**src/hdl/flash_prot_pkg.sv**
```systemverilog
// Function
// - three-bit block protect field in bits four..two
// - block protect resets to zero, nothing guarded
// - refuse program and erase in protected range
// - top select zero guards top, one guards bottom
// - granularity one counts 4KB, zero counts 64KB
// - invert bit fourteen swaps protected and unprotected
// - two lock mode bits at eight and seven
// - mode 00 ignores pin, needs write enable latch
// - mode 01 with pin low rejects writes unless four-lane enable is set
// - mode 01 with pin high needs latch
// - mode 10 locks until power cycle, then 00
// - mode 11 locks status register, but reset returns it to 00 as for mode 10
// - suspend flag set by 75h, cleared by 7Ah
// - one-time lock bits only ever set
// - four-lane enable turns pins into data lanes
// - code 000 guards nothing, 111 guards all
// - 64KB doubling to 2MB from top or bottom
// - 4KB, 8KB, 16KB, 32KB at either end
// - inversion guards exact complement of range
// - write enable latch set by write enable
package flash_prot_pkg;
  localparam int ADDR_W = 22; // 4MB array
  localparam logic [7:0] OP_WREN = 8'h06; // write enable
  localparam logic [7:0] OP_WRDI = 8'h04; // write disable
  localparam logic [7:0] OP_WRSR = 8'h01; // write status
  localparam logic [7:0] OP_RDSR_LO = 8'h05; // read status low
  localparam logic [7:0] OP_RDSR_HI = 8'h35; // read status high
  localparam logic [7:0] OP_SUSPEND = 8'h75; // pause program/erase
  localparam logic [7:0] OP_RESUME = 8'h7a; // resume program/erase
  // status bit positions across both bytes
  localparam int BIT_WEL = 1;
  localparam int BIT_BP_LO = 2;
  localparam int BIT_BP_HI = 4;
  localparam int BIT_TB = 5;
  localparam int BIT_SEC = 6;
  localparam int BIT_LOCK_LO = 7;
  localparam int BIT_LOCK_HI = 8;
  localparam int BIT_QE = 9;
  localparam int BIT_OTP_LO = 10;
  localparam int BIT_OTP_HI = 13;
  localparam int BIT_CMP = 14;
  localparam int BIT_SUS = 15;
  localparam logic [15:0] STATUS_RESET = 16'h0000; // factory state
  localparam logic [2:0] BP_NONE = 3'h0; // no protection code
  localparam logic [2:0] BP_ALL = 3'h7; // whole array code
  localparam int BLOCK_SHIFT = 16; // 64KB units
  localparam int SECTOR_SHIFT = 12; // 4KB units
  localparam logic [1:0] LOCK_SOFT = 2'h0;
  localparam logic [1:0] LOCK_HW = 2'h1;
  localparam logic [1:0] LOCK_POWER = 2'h2;
  localparam logic [1:0] LOCK_OTP = 2'h3;
endpackage : flash_prot_pkg

```
**src/hdl/flash_status_write_protect.sv**
```systemverilog
// status register, write gating and program/erase protection check
module flash_status_write_protect (
  input wire logic sys_clk, // system clock, 20 MHz
  input wire logic resetn, // sync reset = power cycle, active low
  input wire logic cmd_valid, // one-cycle decoded instruction strobe
  input wire logic [7:0] cmd_op, // instruction code
  input wire logic [15:0] cmd_wdata, // status write data, S15..S0
  input wire logic wp_pin, // write-protect pin level
  input wire logic pe_valid, // program/erase request strobe
  input wire logic [flash_prot_pkg::ADDR_W-1:0] pe_addr, // target address
  input wire logic pe_done, // program/erase finished
  output logic pe_go, // request allowed, one-cycle pulse
  output logic pe_refused, // request refused, one-cycle pulse
  output logic [7:0] rd_data, // status byte for read instruction
  output logic rd_valid, // rd_data valid pulse
  output logic four_lane_enable, // pins act as data lanes
  output logic wp_pin_active // pin acts as write-protect
);
  logic write_enable_latch_reg; // latch state
  logic paused_op_flag_reg; // suspend flag
  logic [2:0] bp; // block protect bits
  logic top_bottom_select; // range end
  logic small_unit_select; // granularity
  logic [1:0] lock_mode; // {hi, lo}
  logic qe; // four lane field
  logic [3:0] otp_lock; // security register locks
  logic invert_protection; // complement
  logic sr_wr_ok; // status write accepted
  logic lock_allows; // lock mode permits write
  logic win_hit; // address in uninverted window
  logic [15:0] status_word; // whole status view

  // lock mode gating of status writes
  always_comb begin
    case (lock_mode)
      flash_prot_pkg::LOCK_SOFT: lock_allows = 1'b1;
      flash_prot_pkg::LOCK_HW: lock_allows = wp_pin_active ? wp_pin : 1'b1;
      flash_prot_pkg::LOCK_POWER: lock_allows = 1'b0;
      flash_prot_pkg::LOCK_OTP: lock_allows = 1'b0;
      default: lock_allows = 1'b0;
    endcase
  end
  // pin only counts while it is not a data lane
  assign sr_wr_ok = cmd_valid && (cmd_op == flash_prot_pkg::OP_WRSR) &&
    write_enable_latch_reg && lock_allows;

  // plain fields; reset models power cycle so lock 10 returns to 00
  flash_status_bits #(.W(3), .STICKY(1'b0)) u_bp (
    .sys_clk(sys_clk), .resetn(resetn), .wr_en(sr_wr_ok),
    .wr_data(cmd_wdata[flash_prot_pkg::BIT_BP_HI:flash_prot_pkg::BIT_BP_LO]),
    .q(bp)
  );
  flash_status_bits #(.W(2), .STICKY(1'b0)) u_sel (
    .sys_clk(sys_clk), .resetn(resetn), .wr_en(sr_wr_ok),
    .wr_data({cmd_wdata[flash_prot_pkg::BIT_SEC], cmd_wdata[flash_prot_pkg::BIT_TB]}),
    .q({small_unit_select, top_bottom_select})
  );
  flash_status_bits #(.W(2), .STICKY(1'b0)) u_lock (
    .sys_clk(sys_clk), .resetn(resetn), .wr_en(sr_wr_ok),
    .wr_data(cmd_wdata[flash_prot_pkg::BIT_LOCK_HI:flash_prot_pkg::BIT_LOCK_LO]),
    .q(lock_mode)
  );
  flash_status_bits #(.W(2), .STICKY(1'b0)) u_qe_cmp (
    .sys_clk(sys_clk), .resetn(resetn), .wr_en(sr_wr_ok),
    .wr_data({cmd_wdata[flash_prot_pkg::BIT_CMP], cmd_wdata[flash_prot_pkg::BIT_QE]}),
    .q({invert_protection, qe})
  );
  // one-time bits: or-in, never cleared except by reset
  flash_status_bits #(.W(4), .STICKY(1'b1)) u_otp (
    .sys_clk(sys_clk), .resetn(resetn), .wr_en(sr_wr_ok),
    .wr_data(cmd_wdata[flash_prot_pkg::BIT_OTP_HI:flash_prot_pkg::BIT_OTP_LO]),
    .q(otp_lock)
  );

  // write enable latch; cleared by disable, status write, finished op
  always_ff @(posedge sys_clk) begin
    if (!resetn) begin
      write_enable_latch_reg <= 1'b0;
    end else if (cmd_valid && cmd_op == flash_prot_pkg::OP_WREN) begin
      write_enable_latch_reg <= 1'b1;
    end else if ((cmd_valid && (cmd_op == flash_prot_pkg::OP_WRDI ||
                 cmd_op == flash_prot_pkg::OP_WRSR)) || pe_done) begin
      write_enable_latch_reg <= 1'b0;
    end
  end

  // suspend flag: set wins, only one opcode per strobe anyway
  always_ff @(posedge sys_clk) begin
    if (!resetn) begin
      paused_op_flag_reg <= 1'b0;
    end else if (cmd_valid && cmd_op == flash_prot_pkg::OP_SUSPEND) begin
      paused_op_flag_reg <= 1'b1;
    end else if (cmd_valid && cmd_op == flash_prot_pkg::OP_RESUME) begin
      paused_op_flag_reg <= 1'b0;
    end
  end

  // range decode of the target address
  flash_range_decode u_dec (
    .bp(bp),
    .tb(top_bottom_select),
    .sec(small_unit_select),
    .addr(pe_addr),
    .hit(win_hit)
  );

  // protection verdict; invert flips the window exactly
  always_ff @(posedge sys_clk) begin
    if (!resetn) begin
      pe_go <= 1'b0;
      pe_refused <= 1'b0;
    end else begin
      pe_go <= pe_valid && write_enable_latch_reg &&
        !(win_hit ^ invert_protection);
      pe_refused <= pe_valid && (!write_enable_latch_reg ||
        (win_hit ^ invert_protection));
    end
  end

  assign status_word = {paused_op_flag_reg, invert_protection, otp_lock, qe, lock_mode,
    small_unit_select, top_bottom_select, bp, write_enable_latch_reg, 1'b0};

  // status reads; busy bit is outside this block and reads zero
  always_ff @(posedge sys_clk) begin
    if (!resetn) begin
      rd_data <= 8'h00;
      rd_valid <= 1'b0;
    end else begin
      rd_valid <= cmd_valid && (cmd_op == flash_prot_pkg::OP_RDSR_LO ||
        cmd_op == flash_prot_pkg::OP_RDSR_HI);
      if (cmd_valid && cmd_op == flash_prot_pkg::OP_RDSR_HI) begin
        rd_data <= status_word[15:8];
      end else if (cmd_valid && cmd_op == flash_prot_pkg::OP_RDSR_LO) begin
        rd_data <= status_word[7:0];
      end
    end
  end

  // pin function select registered for clean outputs
  always_ff @(posedge sys_clk) begin
    if (!resetn) begin
      four_lane_enable <= 1'b0;
      wp_pin_active <= 1'b1;
    end else begin
      four_lane_enable <= qe;
      wp_pin_active <= !qe;
    end
  end
endmodule : flash_status_write_protect

```
**src/hdl/flash_status_bits.sv**
```systemverilog
// one run of status bits with a shared write gate and sticky option
module flash_status_bits #(
  parameter int W = 1, // field width
  parameter bit STICKY = 1'b0 // bits only ever set once written
) (
  input wire logic sys_clk, // system clock
  input wire logic resetn, // sync reset, active low
  input wire logic wr_en, // accepted status write
  input wire logic [W-1:0] wr_data, // new field value
  output logic [W-1:0] q // field value
);
  // sticky fields or-in so a written one never drops
  always_ff @(posedge sys_clk) begin
    if (!resetn) begin
      q <= '0;
    end else if (wr_en) begin
      q <= STICKY ? (q | wr_data) : wr_data;
    end
  end
endmodule : flash_status_bits

```
**src/hdl/flash_range_decode.sv**
```systemverilog
// combinational decode of the guarded window, lo..hi inclusive
module flash_range_decode (
  input wire logic [2:0] bp, // block protect code
  input wire logic tb, // top/bottom select
  input wire logic sec, // small unit select
  input wire logic [flash_prot_pkg::ADDR_W-1:0] addr, // target address
  output logic hit // address lies in guarded region
);
  logic [flash_prot_pkg::ADDR_W:0] span; // size of window in bytes
  logic in_win; // inside uninverted window
  always_comb begin
    span = '0;
    if (bp == flash_prot_pkg::BP_ALL) begin
      span = (flash_prot_pkg::ADDR_W+1)'(1) << flash_prot_pkg::ADDR_W;
    end else if (bp == flash_prot_pkg::BP_NONE) begin
      span = '0;
    end else if (sec) begin
      // 10x caps at 32KB; bp0 is a don't care there
      span = (flash_prot_pkg::ADDR_W+1)'(1) <<
        (flash_prot_pkg::SECTOR_SHIFT + (bp[2] ? 3 : int'(bp) - 1));
    end else begin
      span = (flash_prot_pkg::ADDR_W+1)'(1) <<
        (flash_prot_pkg::BLOCK_SHIFT + int'(bp) - 1);
    end
    // top: addr >= size-span; bottom: addr < span
    if (tb) begin
      in_win = {1'b0, addr} < span;
    end else begin
      in_win = ({1'b0, addr} + span) >= ((flash_prot_pkg::ADDR_W+1)'(1)
        << flash_prot_pkg::ADDR_W);
    end
  end
  assign hit = in_win;
endmodule : flash_range_decode

```
**config.mk**
```make
export PLATFORM = sky130hd
export DESIGN_NAME = flash_status_write_protect
export DESIGN_NICKNAME = d
export VERILOG_FILES = /design/src/hdl/flash_prot_pkg.sv /design/src/hdl/flash_status_write_protect.sv /design/src/hdl/flash_status_bits.sv /design/src/hdl/flash_range_decode.sv
export SDC_FILE = /design/constraint.sdc
export NUM_CORES = 1
export LEC_CHECK = 0
export CORE_ASPECT_RATIO = 0.8
export CORE_MARGIN = 5
export CORE_UTILIZATION = 42
export CTS_CLUSTER_DIAMETER = 100
export DETAILED_ROUTE_END_ITERATION = 10
export DONT_BUFFER_PORTS = 1
export GPL_TIMING_DRIVEN = 0
export PLACE_DENSITY = 0.54
export SYNTH_ARGS = -nofsm -noshare
export SYNTH_HDL_FRONTEND = slang
export SYNTH_SLANG_ARGS = --single-unit
```
**constraint.sdc**
```tcl
create_clock -name sys_clk -period 5 [get_ports sys_clk]
set_input_delay 0.5 -clock sys_clk [delete_from_list [all_inputs] [get_ports sys_clk]]
set_output_delay 0.5 -clock sys_clk [all_outputs]
set_load 0.03 [all_outputs]
```
; Word level (Yosys, flattened, before mapping)
; Index checks and enable logic that the tools add are counted.
[totals]
ff_bits = 28
mem_bits_rw = 0
latchBits = 0
mem_count = 0
rom_bits = 0
output_inout_bits = 13
in_bits = 52
[classes]
n_div = 0
multipliers = 0
bitwise = 2
n_lt_le_gt_ge = 2
reduce_logical = 26
add_sub_neg = 5
shifts = 2
eq_ne = 11
mux = 13
[op_table]
columns = operator, count
row1 = 2-to-1 mux 23 bit, 3
row2 = "<< shifter 1 x 32 -> 23 bit, first input constant", 2
row3 = "adder 5 x 32 -> 32 bit, first input constant", 1
row4 = 2-to-1 mux 32 bit, 1
row5 = "subtractor 32 x 2 -> 32 bit, second input constant", 1
row6 = "equality test 8 x 3 -> 1 bit, second input constant", 3
row7 = adder 22 x 23 -> 23 bit, 1
row8 = ">= comparator 23 bit, second input constant", 1
row9 = < comparator 22 x 23 -> 1 bit, 1
row10 = "equality test 8 x 7 -> 1 bit, second input constant", 2
row11 = 2-to-1 mux 8 bit, 2
row12 = logical AND 1 bit, 13
row13 = "equality test 8 x 1 -> 1 bit, second input constant", 1
row14 = "equality test 8 x 6 -> 1 bit, second input constant", 1
row15 = "adder 5 x 3 -> 6 bit, first input constant", 1
row16 = 2-to-1 mux 1 bit, 6
row17 = nonzero test 2 bit, 3
row18 = "equality test 2 bit, second input constant", 2
row19 = logical OR 1 bit, 4
row20 = bitwise OR 4 bit, 1
row21 = "subtractor 3 x 1 -> 4 bit, second input constant", 1
row22 = "equality test 3 bit, second input constant", 1
row23 = logical NOT 1 bit, 3
row24 = logical NOT 3 bit, 1
row25 = other kinds (5), 5

; Logic depth before layout (Yosys ltp)
[logic_depth]
ltp_word = 13
ltp_mapped = 17
ltp_nobuf = 16

; Modules after synthesis
; A second synthesis with hierarchy kept.
[unflattened]
hier_cells = 299
hier_area_um2 = 2692.6
[modules_own_cells]
columns = mod, area_each_um2, cells_per_inst, n_inst
row1 = flash_range_decode, 1503.9, 191, 1
row2 = flash_status_write_protect, 737.0, 69, 1
row3 = flash_status_bits at u_lock ..., 72.6, 6, 3
row4 = flash_status_bits at u_otp, 125.1, 12, 1
row5 = flash_status_bits at u_bp, 108.9, 9, 1

; Least setup slack after synthesis
; OpenSTA, ideal clock, no wires.
[synth_timing]
path_type = register to register
start = register u_bp.q[0]
end = register pe_refused
t_arrival_ns = 3.718
stages_incl_launch_ff = 18
n_path_buf = 1
synth_period_minus_slack_ns = 3.780
slack_ns = 1.220
cell_sequence = dfxtp_1 buf_2 inv_1 ha_1 ha_1 ha_1 and3b_1 a21oi_1 nor3_1 nor2b_1 nand2_1 ha_1 nand3_1 or4_1 o2bb2ai_1 nor4_1 nor4_1 and4b_1
[synth_between]
elab_chain_len = 13
[synth_lines]
columns = element, line
row1 = start: declaration, flash_status_bits.sv:10  ; output logic [W-1:0] q
row2 = start signal: assignment, flash_status_bits.sv:17  ; q <= STICKY ? (q | wr_data) : wr_data;
row3 = subtractor 3 x 1 -> 4 bit, flash_range_decode.sv:20  ; (flash_prot_pkg::SECTOR_SHIFT + (bp[2] ? 3 : int'(bp) - 1));
row4 = 2-to-1 mux 32 bit, flash_range_decode.sv:20
row5 = adder 5 x 32 -> 32 bit, flash_range_decode.sv:20
row6 = << shifter 1 x 32 -> 23 bit, flash_range_decode.sv:19  ; span = (flash_prot_pkg::ADDR_W+1)'(1) <<
row7 = 2-to-1 mux 23 bit, flash_range_decode.sv:17  ; end else if (sec) begin
row8 = 2-to-1 mux 23 bit, flash_range_decode.sv:15  ; end else if (bp == flash_prot_pkg::BP_NONE) begin
row9 = 2-to-1 mux 23 bit *, flash_range_decode.sv:13  ; if (bp == flash_prot_pkg::BP_ALL) begin
row10 = adder 22 x 23 -> 23 bit, flash_range_decode.sv:29  ; in_win = ({1'b0, addr} + span) >= ((flash_prot_pkg::ADDR_W+1)'(1)
row11 = >= comparator 23 bit, flash_range_decode.sv:29
row12 = 2-to-1 mux 1 bit *, flash_range_decode.sv:26  ; if (tb) begin
row13 = XOR 1 bit *, flash_status_write_protect.sv:116  ; (win_hit ^ invert_protection));
row14 = logical OR 1 bit *, flash_status_write_protect.sv:115  ; pe_refused <= pe_valid && (!write_enable_latch_reg ||
row15 = logical AND 1 bit *, flash_status_write_protect.sv:115
row16 = end signal: assignment, flash_status_write_protect.sv:115
row17 = end: declaration, flash_status_write_protect.sv:13  ; output logic pe_refused,
; Mark *: on every way between the ends. The rest lies on a longest branch, timed or not.
; A chain may end at the register's enable or synchronous reset.

; Worst setup path in the final report
; Ends and elaborated chain as after synthesis.

==> impl_metrics.json <==
{
  "core_mm2": 0.006006,
  "synth_edf_count": 0,
  "wl_mm": 5.730,
  "slew_viol_final": 0,
  "design_area_mm2": 0.002865,
  "place.gp.congestion": 0.8162,
  "pre_cts_slack_ns": 0.6566,
  "worst-slew-pin-transition_ns": 0.6125,
  "postSynthAreaPerCell_um2": 8.397,
  "antenna_found_initial": 0,
  "worst_slack_ns": 0.6696,
  "grt_max_degree": 16,
  "status": "complete, no violations",
  "grt_pass1_wl_mm": 9.480,
  "die_w_um": 98.73,
  "fp.dieArea_mm2": 0.007995,
  "post-route-min-period_ns": 4.330,
  "ys_warn_count": 0,
  "cts-root-buf": "clkbuf_8",
  "clkLatencyLatePin_ns": 0.27,
  "finalNonFillerCells": 417,
  "power.density_mw_per_mm2": 143.7,
  "setup_tns_ns": 0,
  "placedCellCount": 413,
  "post-cts-setup-buffers": 0,
  "finish.utilization": 0.4771,
  "startpoint_type": "register",
  "placed_area_mm2": 0.002810,
  "p_leak_nw": 1.397,
  "synth_cell_types": 47,
  "ir_drop_mv": 0.1181,
  "initial_core_util": 0.4404,
  "synth_ff_type": "dfxtp_1",
  "slew_headroom": 0.5859,
  "cpLargestDelayFamily": "simple AND/OR/NAND/NOR gates",
  "yosysSeqAreaShare": 0.2119,
  "cts.sinks": 28,
  "path_cells": "buf_2 > inv_1 > ha_1 > ha_1 > ha_1 > and3b_1 > a21oi_1 > nor3_1 > nor2b_1 > nand2_1 > ha_1 > nand3_1 > or4_1 > o2bb2ai_1 > nor4_1 > nor4_1 > and4b_1",
  "gr-total-overflow": 0,
  "area_delta_synth_final_pct": 8.326,
  "multi_input_area_mm2": 0.002011,
  "top_register": "rd_data",
  "clockBufferDepth": 2,
  "ys_ff_latch": 28,
  "io_buffers": 0,
  "final-setup-viol-count": 0,
  "path_max_fanout": 8,
  "top_regs": "rd_data: 8 flops, u_otp.q: 4 flops, u_bp.q: 3 flops",
  "async_reset_ff_frac": 0,
  "yosys-top-cells-area": "ha_1 (28%), dfxtp_1 (21%), nor2b_1 (5.0%)",
  "rsz0062_at_grt": "no",
  "antenna_left": 0,
  "cts_tree": "built",
  "vias": 2112,
  "skew_ns": 0.003224,
  "drtIter0Drc": 60,
  "synthesis.area_mm2": 0.002645,
  "worst_setup_path_end_kind": "register",
  "cpMostUsedCell": "ha_1",
  "hold_path_class": "input port to register",
  "largest_register_ffs": 8,
  "path_class": "register to register",
  "drive_gt1_frac": 0.02976,
  "fin_crit_sh": 0.8661,
  "r2r_slack_ns": 0.67,
  "synth_top_area_frac": 0.2791,
  "cts.repair.resized": 0,
  "first_pass_iters": 5,
  "drc": 0,
  "max_freq_mhz": 230.9,
  "routed_via_density": 5.065,
  "wl_per_cell_um": 13.74,
  "finalHoldViolCount": 0,
  "layout.nets": 449,
  "cts.reportedPaths.clkPinSlew_ns": 0.09,
  "cp_slowest_stage_delay_ns": 0.58,
  "synthCells": 315,
  "cts_max_level": 1,
  "required_ns": 5.21,
  "drv_cap": 0,
  "diodes": 0,
  "ios": 65,
  "synth_top_cell_by_area": "ha_1",
  "row_count": 25,
  "critPathBufInv": 2,
  "fillers": 612,
  "seq_area_um2": 560.5,
  "cp.arrival_ns": 4.54,
  "post-dp-hpwl_mm": 4.991,
  "critPathSlowestCell": "or4_1",
  "grt_pass1_vias": 1999,
  "die_y_um": 80.98,
  "holdBufCountCts": 0,
  "grt.total_usage": 0.1450,
  "cts_buffers": 3
}
-- worst reg2reg max path, stage by stage (launching register included) --
cell	delay, ns
dfxtp_1	0.34
buf_2	0.19
inv_1	0.11
ha_1	0.21
ha_1	0.24
ha_1	0.34
and3b_1	0.21
a21oi_1	0.06
nor3_1	0.28
nor2b_1	0.21
nand2_1	0.10
ha_1	0.34
nand3_1	0.12
or4_1	0.58
o2bb2ai_1	0.24
nor4_1	0.08
nor4_1	0.37
and4b_1	0.25
-- cells in the final DEF, fill, tap and decap left out, types with 2 or more instances in the layout --
| master | netlist | layout |
|---|---|---|
| clkbuf_8 | 0 | 4 |
| o211a_1 | 9 | 9 |
| nand3_1 | 8 | 8 |
| and2_1 | 3 | 3 |
| a31oi_1 | 2 | 2 |
| a21boi_0 | 2 | 2 |
| inv_1 | 29 | 29 |
| o21ai_0 | 7 | 7 |
| a21o_1 | 3 | 3 |
| conb_1 | 2 | 19 |
| and3_1 | 3 | 3 |
| nand2_1 | 32 | 32 |
| nor2b_1 | 21 | 21 |
| nor4_1 | 7 | 7 |
| nor2_1 | 17 | 17 |
| nand2b_1 | 3 | 3 |
| o31ai_1 | 2 | 2 |
| o21bai_1 | 2 | 2 |
| a221oi_1 | 2 | 2 |
| buf_2 | 2 | 2 |
| nor3b_1 | 3 | 3 |
| o2111ai_1 | 2 | 2 |
| dfxtp_1 | 28 | 28 |
| nor3_1 | 5 | 5 |
| o211ai_1 | 7 | 7 |
| nand3b_1 | 2 | 2 |
| clkbuf_1 | 4 | 4 |
| ha_1 | 59 | 59 |
| mux2i_1 | 11 | 11 |
| nand4_1 | 3 | 3 |
| a21oi_1 | 18 | 18 |
-- per-stage QoR --
step | hold WS, ns | total power, mW
after floorplan | 0.3898 | 0.2689
after global placement | 0.4282 | 0.2785
after detailed placement | 0.4318 | 0.2793
after CTS | 0.3479 | 0.4179
after global routing | 0.3414 | 0.4391
final | 0.3517 | 0.4118
-- power by group --
group	switching [mW]	internal (mW)
logic	0.0270	0.0231
clock network	0.0665	0.0704
registers	0.00145	0.223
total	0.0949	0.317
-- routing by layer --
metal | vias to the layer above | track usage | routed length, um
met2 | 40 | 0.2139 | 2307
met4 | 0 | 0.008186 | 10
li1 | 1129 | - | -
met1 | 941 | 0.2193 | 3113
met3 | 2 | 0.03948 | 300
met5 | - | 0 | 0
-- cell type report --
type | count | area share
multi-input combinational | 268 | 0.7017
clock buffer | 4 | 0.01921
inverter | 30 | 0.03930
buffer | 6 | 0.008734
sequential | 28 | 0.1956
tap | 81 | 0.03537
-- synthesized netlist by cell type, drive strengths merged (2+ instances only) --
cell,count
a21boi,2
a21o,3
a21oi,18
a221oi,2
a31oi,2
and2,3
and3,3
buf,2
clkbuf,4
conb,2
dfxtp,28
ha,59
inv,30
mux2i,12
nand2,32
nand2b,3
nand3,8
nand3b,2
nand4,3
nor2,17
nor2b,21
nor3,6
nor3b,3
nor4,7
o2111ai,2
o211a,9
o211ai,7
o21ai,7
o21bai,2
o31ai,2
-- final timing paths --
path / start / cells past startpoint / endpoint
worst max-delay path: u_bp.q[0] / 17 / pe_refused
worst min register to register: u_qe_cmp.q[0] / 1 / wp_pin_active
worst min-delay path: resetn / 1 / u_sel.q[1]
worst max register to register: u_bp.q[0] / 17 / pe_refused
-- kinds of logic after synthesis --
group / synth area share
other cells: 0.002839
fa+ha+maj: 0.2867
flops: 0.2119
mux: 0.05014
xor+xnor: 0.003312
buf+inv: 0.05203
compound gates: 0.1698
simple gates: 0.2233
Note: power is estimated with default switching activity, not from simulation.
